**config.mk**
```make
export PLATFORM = sky130hd
export DESIGN_NAME = dsa_unit
export DESIGN_NICKNAME = d
export VERILOG_FILES = /design/src/dsa_pkg.sv /design/src/dsa_unit.sv
export SDC_FILE = /design/constraint.sdc
export NUM_CORES = 1
export LEC_CHECK = 0
export ABC_AREA = 1
export BUFFER_PORTS_ARGS = -buffer_cell sky130_fd_sc_hd__buf_2
export CAP_MARGIN = 30
export CORE_ASPECT_RATIO = 1.25
export CORE_MARGIN = 5
export CORE_UTILIZATION = 45
export CTS_BUF_LIST = sky130_fd_sc_hd__clkbuf_8 sky130_fd_sc_hd__clkbuf_16
export DETAILED_ROUTE_END_ITERATION = 10
export PLACE_DENSITY = 0.69
export SYNTH_ARGS = -nofsm -noshare
export SYNTH_HDL_FRONTEND = slang
export SYNTH_SLANG_ARGS = --single-unit
```
**constraint.sdc**
```tcl
create_clock -name clk -period 3.5 [get_ports clk]
set_input_delay 0.35 -clock clk [delete_from_list [all_inputs] [get_ports clk]]
set_output_delay 0.35 -clock clk [all_outputs]
set_load 0.01 [all_outputs]
```
**src/dsa_pkg.sv**
```systemverilog
// Package of the data-space access unit: constants, modes and carriers.
// Assumes a 16-bit core on one clock with a one-cycle-latency memory.
package dsa_pkg;

    // Address map
    localparam logic [15:0] DSA_SFR_END     = 16'h0800;
    localparam logic [15:0] DSA_NEAR_END    = 16'h2000;
    localparam int          DSA_NEAR_BITS   = 13;
    localparam int          DSA_EDS_BIT     = 15;
    localparam int          DSA_PAGE_OFF    = 9;
    localparam int          DSA_REGION_LSB  = 5;
    localparam int          DSA_REGIONS     = 64;

    // Pointer steps
    localparam logic [15:0] DSA_STEP_BYTE   = 16'h0001;
    localparam logic [15:0] DSA_STEP_WORD   = 16'h0002;

    // Extra cycles of extended-space reads
    localparam logic [1:0]  DSA_EXTRA_EDS   = 2'h1;
    localparam logic [1:0]  DSA_EXTRA_RPT   = 2'h2;
    localparam logic [1:0]  DSA_EXTRA_NONE  = 2'h0;
    localparam logic [1:0]  DSA_RPT_SLOW    = 2'h2;

    // Byte-lane strobes
    localparam logic [1:0]  DSA_LANE_NONE   = 2'h0;
    localparam logic [1:0]  DSA_LANE_LO     = 2'h1;
    localparam logic [1:0]  DSA_LANE_HI     = 2'h2;
    localparam logic [1:0]  DSA_LANE_BOTH   = 2'h3;

    // Reset values
    localparam logic [15:0] DSA_RST_WORD    = 16'h0000;
    localparam logic [22:0] DSA_RST_WADDR   = 23'h000000;

    typedef enum logic [1:0] {
        DSA_MODE_IND  = 2'h0,   // through the source pointer
        DSA_MODE_NEAR = 2'h1,   // 13-bit direct field
        DSA_MODE_FULL = 2'h2    // 16-bit direct field of moves
    } dsa_mode_t;

    typedef enum logic [1:0] {
        DSA_IDLE  = 2'b00,
        DSA_ISSUE = 2'b01,
        DSA_CAP   = 2'b11,
        DSA_HOLD  = 2'b10
    } dsa_state_t;

    typedef enum logic [1:0] {
        DSA_SRC_MEM  = 2'h0,
        DSA_SRC_SFR  = 2'h1,
        DSA_SRC_ZERO = 2'h2
    } dsa_src_t;

    typedef struct packed {
        logic        write;
        logic        byte_op;
        dsa_mode_t   mode;
        logic        postinc;
        logic        repeat_op;
        logic [15:0] field;
        logic [15:0] ptr;
        logic [15:0] wdata;
        logic [15:0] wreg_old;
        logic [9:0]  read_page_select;
    } dsa_req_t;

    typedef struct packed {
        logic        en;
        logic [1:0]  we;
        logic [22:0] waddr;
        logic [15:0] wdata;
    } dsa_port_t;

    typedef struct packed {
        logic        done;
        logic        addr_err;
        logic [15:0] rdata;
        logic [15:0] wreg_new;
        logic [15:0] ptr_new;
    } dsa_rsp_t;

endpackage

```
**src/dsa_unit.sv**
```systemverilog
// Data-space access unit: byte/word access, alignment trap, SPECIAL_FUNCTION_REGISTER and extended reads.
// Assumes requests from core logic on clk and memory data one cycle after en.
`timescale 1ns/1ps

// Function
// - Byte read fetches word, address bit0 selects
// - Selected byte returned on low eight bits
// - Shared word decode, one write strobe per lane
// - Post-increment pointer by one or two
// - Odd word address raises address error trap
// - Misaligned read completes; misaligned write suppressed
// - Byte load keeps working register upper byte
// - Near region reached by 13-bit direct field
// - Move direct field of 16 bits reaches all
// - Low 2 Kbytes decoded as SPECIAL_FUNCTION_REGISTER space
// - Unimplemented SPECIAL_FUNCTION_REGISTER addresses read as zero
// - SFRs implemented per 32-byte region
// - Extended read address is page joined offset
// - Extended reads cost extra cycles, repeat rules
module dsa_unit #(
    parameter logic [dsa_pkg::DSA_REGIONS-1:0] SFR_REGION_MAP = '1
) (
    input  wire logic              clk,       // Core clock
    input  wire logic              rst_n,     // Async reset
    input  wire logic              ce,        // Clock enable
    input  wire logic              req_valid, // Request strobe
    input  wire dsa_pkg::dsa_req_t req,       // Request fields
    output logic                   req_ready, // Idle, request taken
    output dsa_pkg::dsa_port_t     mem,       // Data memory port
    input  wire logic [15:0]       mem_rdata, // Memory read word
    output dsa_pkg::dsa_port_t     special_function_register,       // SPECIAL_FUNCTION_REGISTER port
    input  wire logic [15:0]       sfr_rdata, // SPECIAL_FUNCTION_REGISTER read word
    output dsa_pkg::dsa_rsp_t      rsp        // Answer to core
);
    import dsa_pkg::*;

    // Whole state of the unit in one register; one request in flight at a time
    typedef struct packed {
        dsa_state_t  state;
        logic        ready;
        logic        write;
        logic        byte_op;
        logic        lane_hi;
        logic        misalign;
        dsa_src_t    src;
        logic [1:0]  extra;
        logic [1:0]  rpt_cnt;
        logic [15:0] word;
        logic [15:0] wreg_old;
        logic [15:0] ptr_new;
        dsa_port_t   mem;
        dsa_port_t   special_function_register;
        dsa_rsp_t    rsp;
    } dsa_regs_t;

    localparam dsa_port_t PORT_RST = '{
        en:    1'b0,
        we:    DSA_LANE_NONE,
        waddr: DSA_RST_WADDR,
        wdata: DSA_RST_WORD
    };

    localparam dsa_rsp_t RSP_RST = '{
        done:     1'b0,
        addr_err: 1'b0,
        rdata:    DSA_RST_WORD,
        wreg_new: DSA_RST_WORD,
        ptr_new:  DSA_RST_WORD
    };

    localparam dsa_regs_t REGS_RST = '{
        state:    DSA_IDLE,
        ready:    1'b1,
        write:    1'b0,
        byte_op:  1'b0,
        lane_hi:  1'b0,
        misalign: 1'b0,
        src:      DSA_SRC_MEM,
        extra:    DSA_EXTRA_NONE,
        rpt_cnt:  DSA_EXTRA_NONE,
        word:     DSA_RST_WORD,
        wreg_old: DSA_RST_WORD,
        ptr_new:  DSA_RST_WORD,
        mem:      PORT_RST,
        special_function_register:      PORT_RST,
        rsp:      RSP_RST
    };

    dsa_regs_t r;
    dsa_regs_t next_r;

    // Request decode, combinational
    logic [15:0] effective_address;
    logic        eds_read;
    logic        in_sfr;
    logic        region_ok;
    logic        odd_word;
    logic [1:0]  lanes;
    logic [22:0] word_addr;
    logic [1:0]  extra;
    logic [7:0]  sel_byte;
    logic [15:0] cap_word;

    always_comb begin
        unique case (req.mode)
            DSA_MODE_NEAR: effective_address =
                {3'h0, req.field[DSA_NEAR_BITS-1:0]};
            DSA_MODE_FULL: effective_address = req.field;
            default:       effective_address = req.ptr;
        endcase
    end

    // Window opens only for reads with page bit 9 clear
    assign eds_read = !req.write
                    && effective_address[DSA_EDS_BIT]
                    && !req.read_page_select[DSA_PAGE_OFF];

    assign in_sfr = !eds_read
                  && (effective_address < DSA_SFR_END);

    // Region index spans the whole 2-Kbyte register space
    localparam int REGION_MSB = DSA_REGION_LSB + $clog2(DSA_REGIONS) - 1;

    assign region_ok = SFR_REGION_MAP[
        effective_address[REGION_MSB:DSA_REGION_LSB]];

    assign odd_word = !req.byte_op && effective_address[0];

    always_comb begin
        if (req.byte_op) begin
            lanes = effective_address[0] ? DSA_LANE_HI
                                         : DSA_LANE_LO;
        end else if (odd_word) begin
            // Port still pulses en, so a trapped write keeps the usual timing
            lanes = DSA_LANE_NONE;
        end else begin
            lanes = DSA_LANE_BOTH;
        end
    end

    // Word address drops bit 0; both lanes share it
    always_comb begin
        if (eds_read) begin
            word_addr = {req.read_page_select[8:0],
                         effective_address[14:1]};
        end else begin
            word_addr = {8'h00, effective_address[15:1]};
        end
    end

    // Repeat loops pay double for their first two extended reads
    always_comb begin
        if (!eds_read) begin
            extra = DSA_EXTRA_NONE;
        end else if (!req.repeat_op) begin
            extra = DSA_EXTRA_EDS;
        end else if (r.rpt_cnt < DSA_RPT_SLOW) begin
            extra = DSA_EXTRA_RPT;
        end else begin
            extra = DSA_EXTRA_NONE;
        end
    end

    // Source follows the port that was strobed for this request
    always_comb begin
        unique case (r.src)
            DSA_SRC_SFR:  cap_word = sfr_rdata;
            DSA_SRC_ZERO: cap_word = DSA_RST_WORD;
            default:      cap_word = mem_rdata;
        endcase
    end

    // Word the answer is built from: fresh in the capture cycle, held after.
    // Writes settle on zero so no stale read data leaks into their answer.
    logic [15:0] settled_word;

    always_comb begin
        if (r.state == DSA_CAP) begin
            settled_word = r.write ? DSA_RST_WORD : cap_word;
        end else begin
            settled_word = r.word;
        end
    end

    // Byte reads take their lane from the address bit kept in lane_hi
    assign sel_byte = r.lane_hi ? settled_word[15:8] : settled_word[7:0];

    always_comb begin
        next_r = r;
        next_r.mem.en = 1'b0;
        next_r.mem.we = DSA_LANE_NONE;
        next_r.special_function_register.en = 1'b0;
        next_r.special_function_register.we = DSA_LANE_NONE;
        next_r.rsp.done = 1'b0;
        next_r.rsp.addr_err = 1'b0;
        unique case (r.state)
            DSA_IDLE: begin
                if (req_valid) begin
                    next_r.state    = DSA_ISSUE;
                    next_r.write    = req.write;
                    next_r.byte_op  = req.byte_op;
                    next_r.lane_hi  = effective_address[0];
                    next_r.misalign = odd_word;
                    next_r.extra    = extra;
                    next_r.wreg_old = req.wreg_old;
                    // Any other request ends the run, so a new run pays again
                    if (eds_read && req.repeat_op) begin
                        if (r.rpt_cnt < DSA_RPT_SLOW) begin
                            next_r.rpt_cnt = r.rpt_cnt + 2'h1;
                        end
                    end else begin
                        next_r.rpt_cnt = DSA_EXTRA_NONE;
                    end
                    if (req.mode == DSA_MODE_IND && req.postinc) begin
                        next_r.ptr_new = req.ptr + (req.byte_op
                            ? DSA_STEP_BYTE : DSA_STEP_WORD);
                    end else begin
                        next_r.ptr_new = req.ptr;
                    end
                    // Unimplemented regions see no strobe; reads answer zero
                    // Byte writes replicate data so either lane sees it
                    if (in_sfr) begin
                        next_r.src = region_ok ? DSA_SRC_SFR
                                               : DSA_SRC_ZERO;
                        next_r.special_function_register.en    = region_ok;
                        next_r.special_function_register.waddr = word_addr;
                        next_r.special_function_register.we    = (req.write && region_ok)
                                         ? lanes : DSA_LANE_NONE;
                        next_r.special_function_register.wdata = req.byte_op
                            ? {2{req.wdata[7:0]}} : req.wdata;
                    end else begin
                        next_r.src       = DSA_SRC_MEM;
                        next_r.mem.en    = 1'b1;
                        next_r.mem.waddr = word_addr;
                        next_r.mem.we    = req.write
                                         ? lanes : DSA_LANE_NONE;
                        next_r.mem.wdata = req.byte_op
                            ? {2{req.wdata[7:0]}} : req.wdata;
                    end
                end
            end
            DSA_ISSUE: begin
                // Memory answers one cycle after en
                next_r.state = DSA_CAP;
            end
            DSA_CAP: begin
                // Misaligned read still fetches the even word
                next_r.word = settled_word;
                if (r.extra == DSA_EXTRA_NONE) begin
                    next_r.state = DSA_IDLE;
                    next_r.rsp.done = 1'b1;
                    next_r.rsp.addr_err = r.misalign;
                end else begin
                    next_r.state = DSA_HOLD;
                end
            end
            DSA_HOLD: begin
                next_r.extra = r.extra - 2'h1;
                if (r.extra == DSA_EXTRA_EDS) begin
                    next_r.state = DSA_IDLE;
                    next_r.rsp.done = 1'b1;
                    next_r.rsp.addr_err = r.misalign;
                end
            end
        endcase
        // Reads form rdata and wreg_new from the captured word; ptr_new comes from the request
        if (next_r.rsp.done) begin
            next_r.rsp.ptr_new = r.ptr_new;
            if (r.write) begin
                next_r.rsp.rdata    = DSA_RST_WORD;
                next_r.rsp.wreg_new = r.wreg_old;
            end else if (r.byte_op) begin
                next_r.rsp.rdata    = {8'h00, sel_byte};
                next_r.rsp.wreg_new = {r.wreg_old[15:8],
                                       sel_byte};
            end else begin
                next_r.rsp.rdata    = next_r.word;
                next_r.rsp.wreg_new = next_r.word;
            end
        end
        // Registered ready, so a new request is taken in the done cycle
        next_r.ready = (next_r.state == DSA_IDLE);
    end

    // Low ce freezes every field, outputs and answer included
    always_ff @(posedge clk or negedge rst_n) begin
        if (!rst_n) begin
            r <= REGS_RST;
        end else if (ce) begin
            r <= next_r;
        end
    end

    // All outputs come straight from the state register
    assign req_ready = r.ready;
    assign mem       = r.mem;
    assign special_function_register       = r.special_function_register;
    assign rsp       = r.rsp;

endmodule

```
Word level (Yosys, flattened, before mapping)
Memories as Yosys holds them, arrays and structs flattened. Cells that the tools add are included.

Bits in writable memories: 0. Logic and storage cells: 103. Input port bits: 116. Memories: 1. Register bits: 195. Memory bits (read-only): 64. Latch bits: 0.

Memories: (name not given) (words 64, bits a word 1, rd ports 1, clocked after memory_dff 0, wr ports 0, line dsa_unit.sv:124) `assign region_ok = SFR_REGION_MAP[`.

Bitwise operators: 1. Divide/modulo/power cells: 0. Equality and inequality tests: 10. $add $sub $neg: 3. Magnitude comparators: 3. Reductions and logical operators: 22. Multiply operators: 0. Multiplexer cells: 38. Shift operators: 0.

Operators by type and width (number): two-way mux 84 bit (2); two-way mux 42 bit (2); two-way mux 16 bit (5); two-way mux 32 bit (2); one-hot mux 16 bit (2 select lines) (2); two-way mux 2 bit (18); two-way mux 23 bit (1); adder 16 x 2 -> 16 bit (1); < comparator 16 x 12 -> 1 bit (second input constant) (1); AND reduction 4 bit (3); == test 2 x 1 -> 1 bit (second input constant) (4); == test 2 bit (second input constant) (4); logical NOT 2 bit (4); two-way mux 8 bit (1); one-hot mux 2 bit (2 select lines) (2); one-hot mux 2 bit (4 select lines) (1); logical AND 1 bit (7); < comparator 6 x 7 -> 1 bit (second input constant) (1); AND reduction 3 bit (2); logical NOT 1 bit (4); two-way mux 4 bit (1); != test 2 bit (second input constant) (2); adder 2 x 1 -> 2 bit (second input constant) (1); < comparator 2 bit (second input constant) (1); 5 further kinds (5).

Longest topological paths before layout
Gate-level depths: netlist of run 1.

Depth in word-level cells: 9. Mapped depth: 12. Gate-level depth less buffers: 11.

Worst setup path after synthesis of run 1
OpenSTA, ideal clock, no wires.

Path kind: input to register. Start: in req[78] (netlist name). End: reg r[145] (netlist name). Setup slack: 1.421 ns. Stages: 10. Buffers on the path: 1. Setup time: 0.132 ns. Arrival time: 1.948 ns. Path through: clkbuf_1 -> clkinv_1 -> ha_1 -> nand2_1 -> nand2_1 -> nand3_1 -> nor2_1 -> nand3_1 -> nand3_1 -> o21ai_0.

Word-level cells in the longest chain between the ends: 3.

RTL lines: start, declared (line dsa_unit.sv:27) `input wire dsa_pkg::dsa_req_t req,`; two-way mux 2 bit (line dsa_unit.sv:216) `? DSA_STEP_BYTE : DSA_STEP_WORD);`; adder 16 x 2 -> 16 bit (line dsa_unit.sv:215) `next_r.ptr_new = req.ptr + (req.byte_op`; two-way mux 16 bit (line dsa_unit.sv:214) `if (req.mode == DSA_MODE_IND && req.postinc) begin`; end signal, assigned (line dsa_unit.sv:290) `r <= next_r;`; end, declared (line dsa_unit.sv:89) `dsa_regs_t r;`.

Every way passes these cells. A chain may end at the register's enable or synchronous reset.

Final worst setup path of run 1
Start: reg r[194] (netlist name). End: reg r (netlist bit mem[27]).

Word-level cells in the longest chain between the ends: 2.

RTL lines: logical NOT 2 bit (line dsa_unit.sv:196) `unique case (r.state)`; AND reduction 4 bit (no line).

Every way passes these cells.

==> results of run 1 <==
state kept, by name, indices dropped and copies added, names as in the netlist:
| name | flops |
|---|---|
| special_function_register | 42 |
| mem | 42 |
| rsp | 50 |
| r | 59 |
| req_ready | 1 |
cell families after synthesis:
logic type,count (synthesis),synth area share
xor gates and xnor gates,5,0.004412
adders and majority gates,11,0.01462
DFF,194,0.4892
AOI/OAI and AO/OA,102,0.05660
and+or+nand+nor,683,0.2773
buffers and inverters,264,0.1578
power by group through the flow:
stage	sequential, mW	combinational [mW]	clock, mW
after floorplan	3.55	2.72	0
after global placement	3.72	3.00	0
after detailed placement	3.73	3.08	0
after CTS	3.72	3.08	1.90
after global routing	3.83	3.44	2.00
final	3.72	3.03	1.86
metal layers:
| metal | vias up | global-route usage | routed length, um |
|---|---|---|---|
| li1 | 4001 | - | - |
| met1 | 3743 | 0.2761 | 11020 |
| met2 | 305 | 0.3458 | 12710 |
| met3 | 45 | 0.05093 | 2191 |
| met4 | 2 | 0.08399 | 829 |
| met5 | - | 0 | 13 |
metrics by stage:
step	hold WS [ns]	utilization	power [mW]	cells	instance area, um2
floorplan	0.05441	-	6.265	1259	9926
global placement	0.4452	0.4801	6.722	1615	10380
detailed placement	0.4471	0.4801	6.808	1615	10380
CTS	0.01687	0.5058	8.700	1647	10940
global route	0.01309	0.5060	9.266	1649	10940
finish	-0.03997	0.5060	8.605	1649	10940
critical path, stage by stage, from the launching register on:
cell and delay, ns:
dfrtp_1 0.48, nor3_4 0.76, buf_4 0.45, nand2_1 0.09, buf_4 0.29, nand2_1 0.11
nand2_1 0.06
layout make-up:
cell class                 count  area share
sequential                   194      0.4438
tap                          279     0.03191
inverter                      78     0.02676
clock inverter                13    0.009378
antenna                        2   0.0004575
timing repair buffer         263      0.1252
clock buffer                  19     0.04140
multi-input combinational    801      0.3210
cells in the final DEF (no fill, tap or decap), types with 2 or more instances in the layout:
master,count
nand3_1,102
buf_2,249
ha_1,10
a31oi_1,16
clkinv_1,4
nor2_4,3
clkbuf_16,17
clkinv_4,3
diode_2,2
xor2_1,5
inv_8,2
a21oi_1,5
clkinvlp_4,2
nand2_1,518
dfrtp_1,193
clkbuf_8,3
buf_4,12
o22ai_1,2
nor2_2,2
inv_6,3
nand2_2,2
o21ai_1,15
o21ai_0,56
inv_1,75
nand4_1,5
nor2_1,45
nor3_1,3
final timing paths:
path / end / slack [ns]
worst max-delay path: mem[27] / 1.13
worst min-delay path: r[169] / -0.04
worst max register to register: mem[27] / 1.13
worst min register to register: special_function_register[34] / 0.46
max in group asynchronous: special_function_register[8] / 2.67
min in group clk: r[159] / 0.13
==> impl_metrics.py, run 1 <==
metrics = {
    "place": {
        "io_buffers": 250,
        "place_congestion": 0.8875,
        "pre_cts_slack_ns": 0.8271,
        "dp_hpwl_um": 19360,
    },
    "die": {
        "dieHeight_um": 176.0,
        "start_util": 0.4591,
        "chipWidth_um": 142.8,
        "fp-row-count": 60,
        "dieArea_um2": 25150,
        "io_pins": 251,
        "coreArea_um2": 21620,
    },
    "worst_setup_path": {
        "critPathKind": "flip-flop to flip-flop",
        "cp-end-kind": "flip-flop",
        "path_max_fanout": 40,
        "cp.required_ns": 3.80,
        "r2r_cells": 6,
        "worstReg2RegStart": "r[194]",
        "worstSetupStartpointType": "flip-flop",
        "cp.arrival_ns": 2.67,
        "startpoint": "r[194]",
    },
    "clocking": {
        "cts.htree.levels": 4,
        "hold_buffers": 0,
        "cts.path.max_buffers": 2,
        "cts_buffers": 17,
        "cts_tree": "built",
        "cts_resized": 0,
        "post_cts_buffers": 0,
        "clkSinkCount": 194,
        "clk_pin_slew_ns": 0.07,
        "clockRootBuffer": "clkbuf_16",
        "clock_latency_ns": 0.43,
    },
    "synthesis": {
        "synth_top_area_frac": 0.4866,
        "synth.area.top_cells": "dfrtp_1, nand2_1, buf_4, nand3_1, o21ai_0",
        "synth_fp_nets": 1386,
        "ys.flop_type": "dfrtp_1",
        "ys_warn_count": 0,
        "yosysMostFrequentCell": "nand2_1",
        "synthArstFlopShare": 1.000,
        "synth.distinct_cells": 37,
        "synth_top_area_cell": "dfrtp_1",
        "synthTopCellsByCount": "nand2_1, dfrtp_1, buf_4",
        "synth_area_um2": 9926,
        "postSynthCellCount": 1259,
        "yosysSeqAreaShare": 0.4892,
        "ys_seq_elements": 194,
        "synth_edf_count": 0,
        "syn_avg_cell_area_um2": 7.884,
    },
    "global_route": {
        "grt_start_max_net_pins": 87,
        "grt_pass1_vias": 8093,
        "antenna_found_initial": 4,
        "grt-ovfl-total": 0,
        "grt_pass1_wl_um": 42340,
        "track_usage": 0.2135,
    },
    "timing": {
        "final_hold_viol_count": 13,
        "hold-worst-slack_ns": -0.03997,
        "rsz0062_at_grt": "no",
        "setup_viol": 0,
        "post-route-min-period_ns": 2.367,
        "finalSetupTns_ns": 0,
        "worst_slew_pin_slew_ns": 0.8642,
        "timing.final.crit_share": 0.6762,
        "maxSlewHeadroom": 0.4220,
        "timing.fmax_mhz": 422.5,
        "finClkSkew_ns": 0.01104,
        "layout_setup_ws_ns": 1.133,
        "drv_slew": 0,
    },
    "power": {
        "power.switching_mw": 3.378,
        "internal-power_mw": 5.227,
        "p_per_area_nw_per_um2": 786.6,
        "p_leak_nw": 6.264,
        "clockPowerShare": 0.216,
        "seq_power_share": 0.432,
        "vdd_ir_drop_max_mv": 0.3890,
        "combPwrFrac": 0.352,
        "switching_share": 0.3926,
    },
    "route": {
        "drt_wl_total_um": 26760,
        "ant_nets": 0,
        "route.detailed.drc": 0,
        "drtIter0Drc": 416,
        "first_pass_iters": 5,
        "vias": 8096,
        "routedWlPerCell_um": 16.23,
        "via_per_inst": 4.910,
    },
    "layout": {
        "drive_above_1_share": 0.2251,
        "nets": 1482,
        "area_growth_pct": 10.22,
        "multi_input_area_um2": 3512,
        "n_fill_cell": 2135,
        "seqCellArea_um2": 4856,
    },
    "run_status": {
        "status": "finished, violations left",
        "failed_checks": "hold timing",
    },
    "flow_run": {
        "maxCapViolations": 0,
    },
    "min_path": {
        "hp-class": "input port to asynchronous set/reset pin",
    },
}
Power figures use the tool's default switching activity.
==> inputs of run 2 (changes only) <==
--- a/config.mk
+++ b/config.mk
@@ -5,7 +5,7 @@
 export SDC_FILE = /design/constraint.sdc
 export NUM_CORES = 1
 export LEC_CHECK = 0
-export ABC_AREA = 1
+export ABC_AREA = 0
 export BUFFER_PORTS_ARGS = -buffer_cell sky130_fd_sc_hd__buf_2
 export CAP_MARGIN = 30
 export CORE_ASPECT_RATIO = 1.25
@@ -13,7 +13,7 @@
 export CORE_UTILIZATION = 45
 export CTS_BUF_LIST = sky130_fd_sc_hd__clkbuf_8 sky130_fd_sc_hd__clkbuf_16
 export DETAILED_ROUTE_END_ITERATION = 10
-export PLACE_DENSITY = 0.69
+export PLACE_DENSITY = 0.73
 export SYNTH_ARGS = -nofsm -noshare
 export SYNTH_HDL_FRONTEND = slang
 export SYNTH_SLANG_ARGS = --single-unit
==> constraint.sdc (replaced) <==
create_clock -name clk -period 2 [get_ports clk]
set_input_delay 0.2 -clock clk [delete_from_list [all_inputs] [get_ports clk]]
set_output_delay 0.2 -clock clk [all_outputs]
set_load 0.01 [all_outputs]
==> run 2 against run 1 <==
Compared with the run above:
- the flow now finishes without violations
- area after synthesis shrank 5.1%
- utilization rose by 3.1 points
- final cell count fell by 14%
- clock skew up 0.0023 ns
- total power up 77%
- clock power rose by 78%
- critical endpoint is now mem[30]
- largest cell class unchanged
- largest power group unchanged
==> impl_metrics.py, run 2 <==
metrics = {
    "power": {
        "p_per_area_nw_per_um2": 1367,
        "p_leak_nw": 5.716,
        "vdd_ir_drop_max_mv": 0.6413,
    },
    "layout": {
        "final_cell_mix": "buf_2, dfrtp_1, nand2_1",
        "area_growth_pct": 18.19,
        "largest-register": "r",
        "finalCoreUtilization": 0.5369,
        "stdcell_count": 1411,
        "nets": 1249,
        "drive_above_1_share": 0.3436,
        "n_fill_cell": 1846,
        "final_common_cell": "buf_2",
        "multi_input_area_um2": 3309,
        "seqCellArea_um2": 4857,
        "largest_reg_flops": 59,
    },
    "place": {
        "io_buffers": 250,
        "dp_cells": 1354,
        "pre_cts_slack_ns": -0.1893,
        "dp_hpwl_um": 17740,
        "place_congestion": 0.8729,
    },
    "worst_setup_path": {
        "worstSetupStartpointType": "flip-flop",
        "r2r_slack_ns": 0.10,
        "cp.arrival_ns": 2.27,
        "critPathKind": "flip-flop to flip-flop",
        "r2r_cells": 6,
        "cp.required_ns": 2.37,
        "worstReg2RegStart": "r[194]",
        "path_max_fanout": 27,
        "reg2reg_to": "mem[30]",
        "cp-end-kind": "flip-flop",
    },
    "route": {
        "route.detailed.drc": 0,
        "via_per_inst": 5.074,
        "routedWlPerCell_um": 17.07,
        "first_pass_iters": 5,
        "drt_wl_total_um": 24090,
        "vias": 7159,
        "ant_nets": 0,
        "drtIter0Drc": 436,
    },
    "synthesis": {
        "yosysMostFrequentCell": "dfrtp_1",
        "ys.flop_type": "dfrtp_1",
        "synthTopCellsByCount": "dfrtp_1, nand2_1, buf_4",
        "synth.area.top_cells": "dfrtp_1, buf_4, nand2_1, o21ai_0, mux2_2",
        "postSynthCellCount": 958,
        "ys_warn_count": 0,
        "ys_seq_elements": 194,
        "synthArstFlopShare": 1.000,
        "synth_top_area_cell": "dfrtp_1",
        "syn_avg_cell_area_um2": 9.837,
        "synth_edf_count": 0,
        "synth_top_area_frac": 0.5125,
        "yosysSeqAreaShare": 0.5153,
        "synth_fp_nets": 1085,
        "synth.distinct_cells": 49,
        "synth_area_um2": 9424,
    },
    "flow_run": {
        "maxCapViolations": 0,
    },
    "global_route": {
        "grt-ovfl-total": 0,
        "met3_usage": 0.05701,
        "use_met1": 0.2552,
        "busiest_layer": "met2",
        "grt_start_max_net_pins": 55,
        "grt_pass1_wl_um": 38940,
        "grt_use_met2": 0.3319,
        "track_usage": 0.2027,
        "antenna_found_initial": 5,
        "grt_pass1_vias": 7295,
    },
    "clocking": {
        "cts_tree": "built",
        "cts_buffers": 17,
        "cts.htree.levels": 4,
        "cts.path.max_buffers": 2,
        "clock_latency_ns": 0.44,
        "clkSinkCount": 194,
        "post_cts_buffers": 0,
        "clk_pin_slew_ns": 0.08,
        "clockRootBuffer": "clkbuf_16",
    },
    "min_path": {
        "hp-start": "req[8]",
        "whs_path_depth": 3,
        "hold_path_end": "mem[38]",
        "hp-class": "input port to flip-flop",
    },
    "timing": {
        "drv_slew": 0,
        "final_hold_viol_count": 0,
        "worst_slew_pin_slew_ns": 0.6366,
        "setup_viol": 0,
        "hold-worst-slack_ns": 0.01989,
        "post-route-min-period_ns": 1.896,
        "timing.final.crit_share": 0.9481,
        "maxSlewHeadroom": 0.5723,
        "finClkSkew_ns": 0.01333,
        "rsz0062_at_grt": "no",
        "layout_setup_ws_ns": 0.1038,
        "timing.fmax_mhz": 527.4,
    },
    "die": {
        "dieHeight_um": 171.8,
        "io_pins": 251,
        "fp-row-count": 59,
        "coreArea_um2": 20740,
        "dieArea_um2": 23950,
        "start_util": 0.4543,
        "chipWidth_um": 139.4,
    },
    "run_status": {
        "status": "finished clean",
    },
}
[run 2: changes by cell type in the layout (fill, tap and decap cells not counted), moves of 26 or more]
cell / before / now
a21oi_1: 5 / 52
a22oi_1: 1 / 27
buf_4: 12 / 54
inv_1: 75 / 9
mux2_2: 0 / 28
nand2_1: 518 / 190
nand3_1: 102 / 24
[run 2: per-stage QoR]
stage                     setup TNS [ns]  power, mW  area [um2]
after floorplan                        0      10.83        9432
after global placement           -0.9697      11.76       10330
after detailed placement          -7.744      11.94       10330
after CTS                              0      15.36       11130
after global routing                   0      16.27       11140
final                                  0      15.22       11140
[run 2: worst max path at each step]
stage,startpoint,endpoint,slack [ns],depth (start not counted)
final,r[194],mem[30],0.10,6
after global routing,r[194],mem[30],0.01,6
after CTS,r[194],rsp[33],0.06,7
after detailed placement,req[76],special_function_register[3],-0.19,9
after global placement,req[76],special_function_register[0],-0.07,9
after floorplan,req[76],special_function_register[0],0.03,9
[run 2: worst max-delay path, stage by stage (launching register included)]
cell	delay (ns)
dfrtp_1	0.38
or4b_4	0.57
a41o_2	0.28
buf_12	0.17
buf_4	0.14
a211oi_1	0.18
a21o_1	0.11
[run 2: timing repair]
item | CTS | global route
hold buffers | 23 | 0
hold endpoints to repair | 71 | 0
resized for setup | 0 | 2
endpoints found under the setup margin | 0 | 4
[run 2: cells by family after synthesis]
| kind of cell | count (synthesis) | synth area share |
|---|---|---|
| AO/OA/AOI/OAI | 198 | 0.1273 |
| XOR/XNOR | 14 | 0.01301 |
| adder cells (fa/ha/maj) | 11 | 0.01540 |
| buffers and inverters | 198 | 0.1360 |
| flip-flops | 194 | 0.5153 |
| multiplexers | 45 | 0.05523 |
| AND/OR/NAND/NOR | 298 | 0.1378 |
[run 2: layout make-up]
class,count,share of cell area
Sequential cell,194,0.4361
Multi-Input combinational cell,566,0.2971
Timing Repair Buffer,333,0.1810
Clock buffer,17,0.03819
Tap cell,274,0.03078
Clock inverter,15,0.01303
Inverter,10,0.003370
Antenna cell,2,0.0004493
[run 2: per-layer routing]
layer,routed length [um],share of wire
met2,11670,0.48
met3,1830,0.076
met5,41,0.0017
met4,659,0.027
met1,9885,0.41
[run 2: where the power goes]
| group | internal [mW] | switching (mW) | total, mW | leakage, nW |
|---|---|---|---|---|
| clock | 1.66 | 1.66 | 3.32 | 0.273 |
| combinational | 2.42 | 3.05 | 5.47 | 2.99 |
| sequential | 5.52 | 0.918 | 6.43 | 2.45 |
| total | 9.59 | 5.63 | 15.2 | 5.72 |
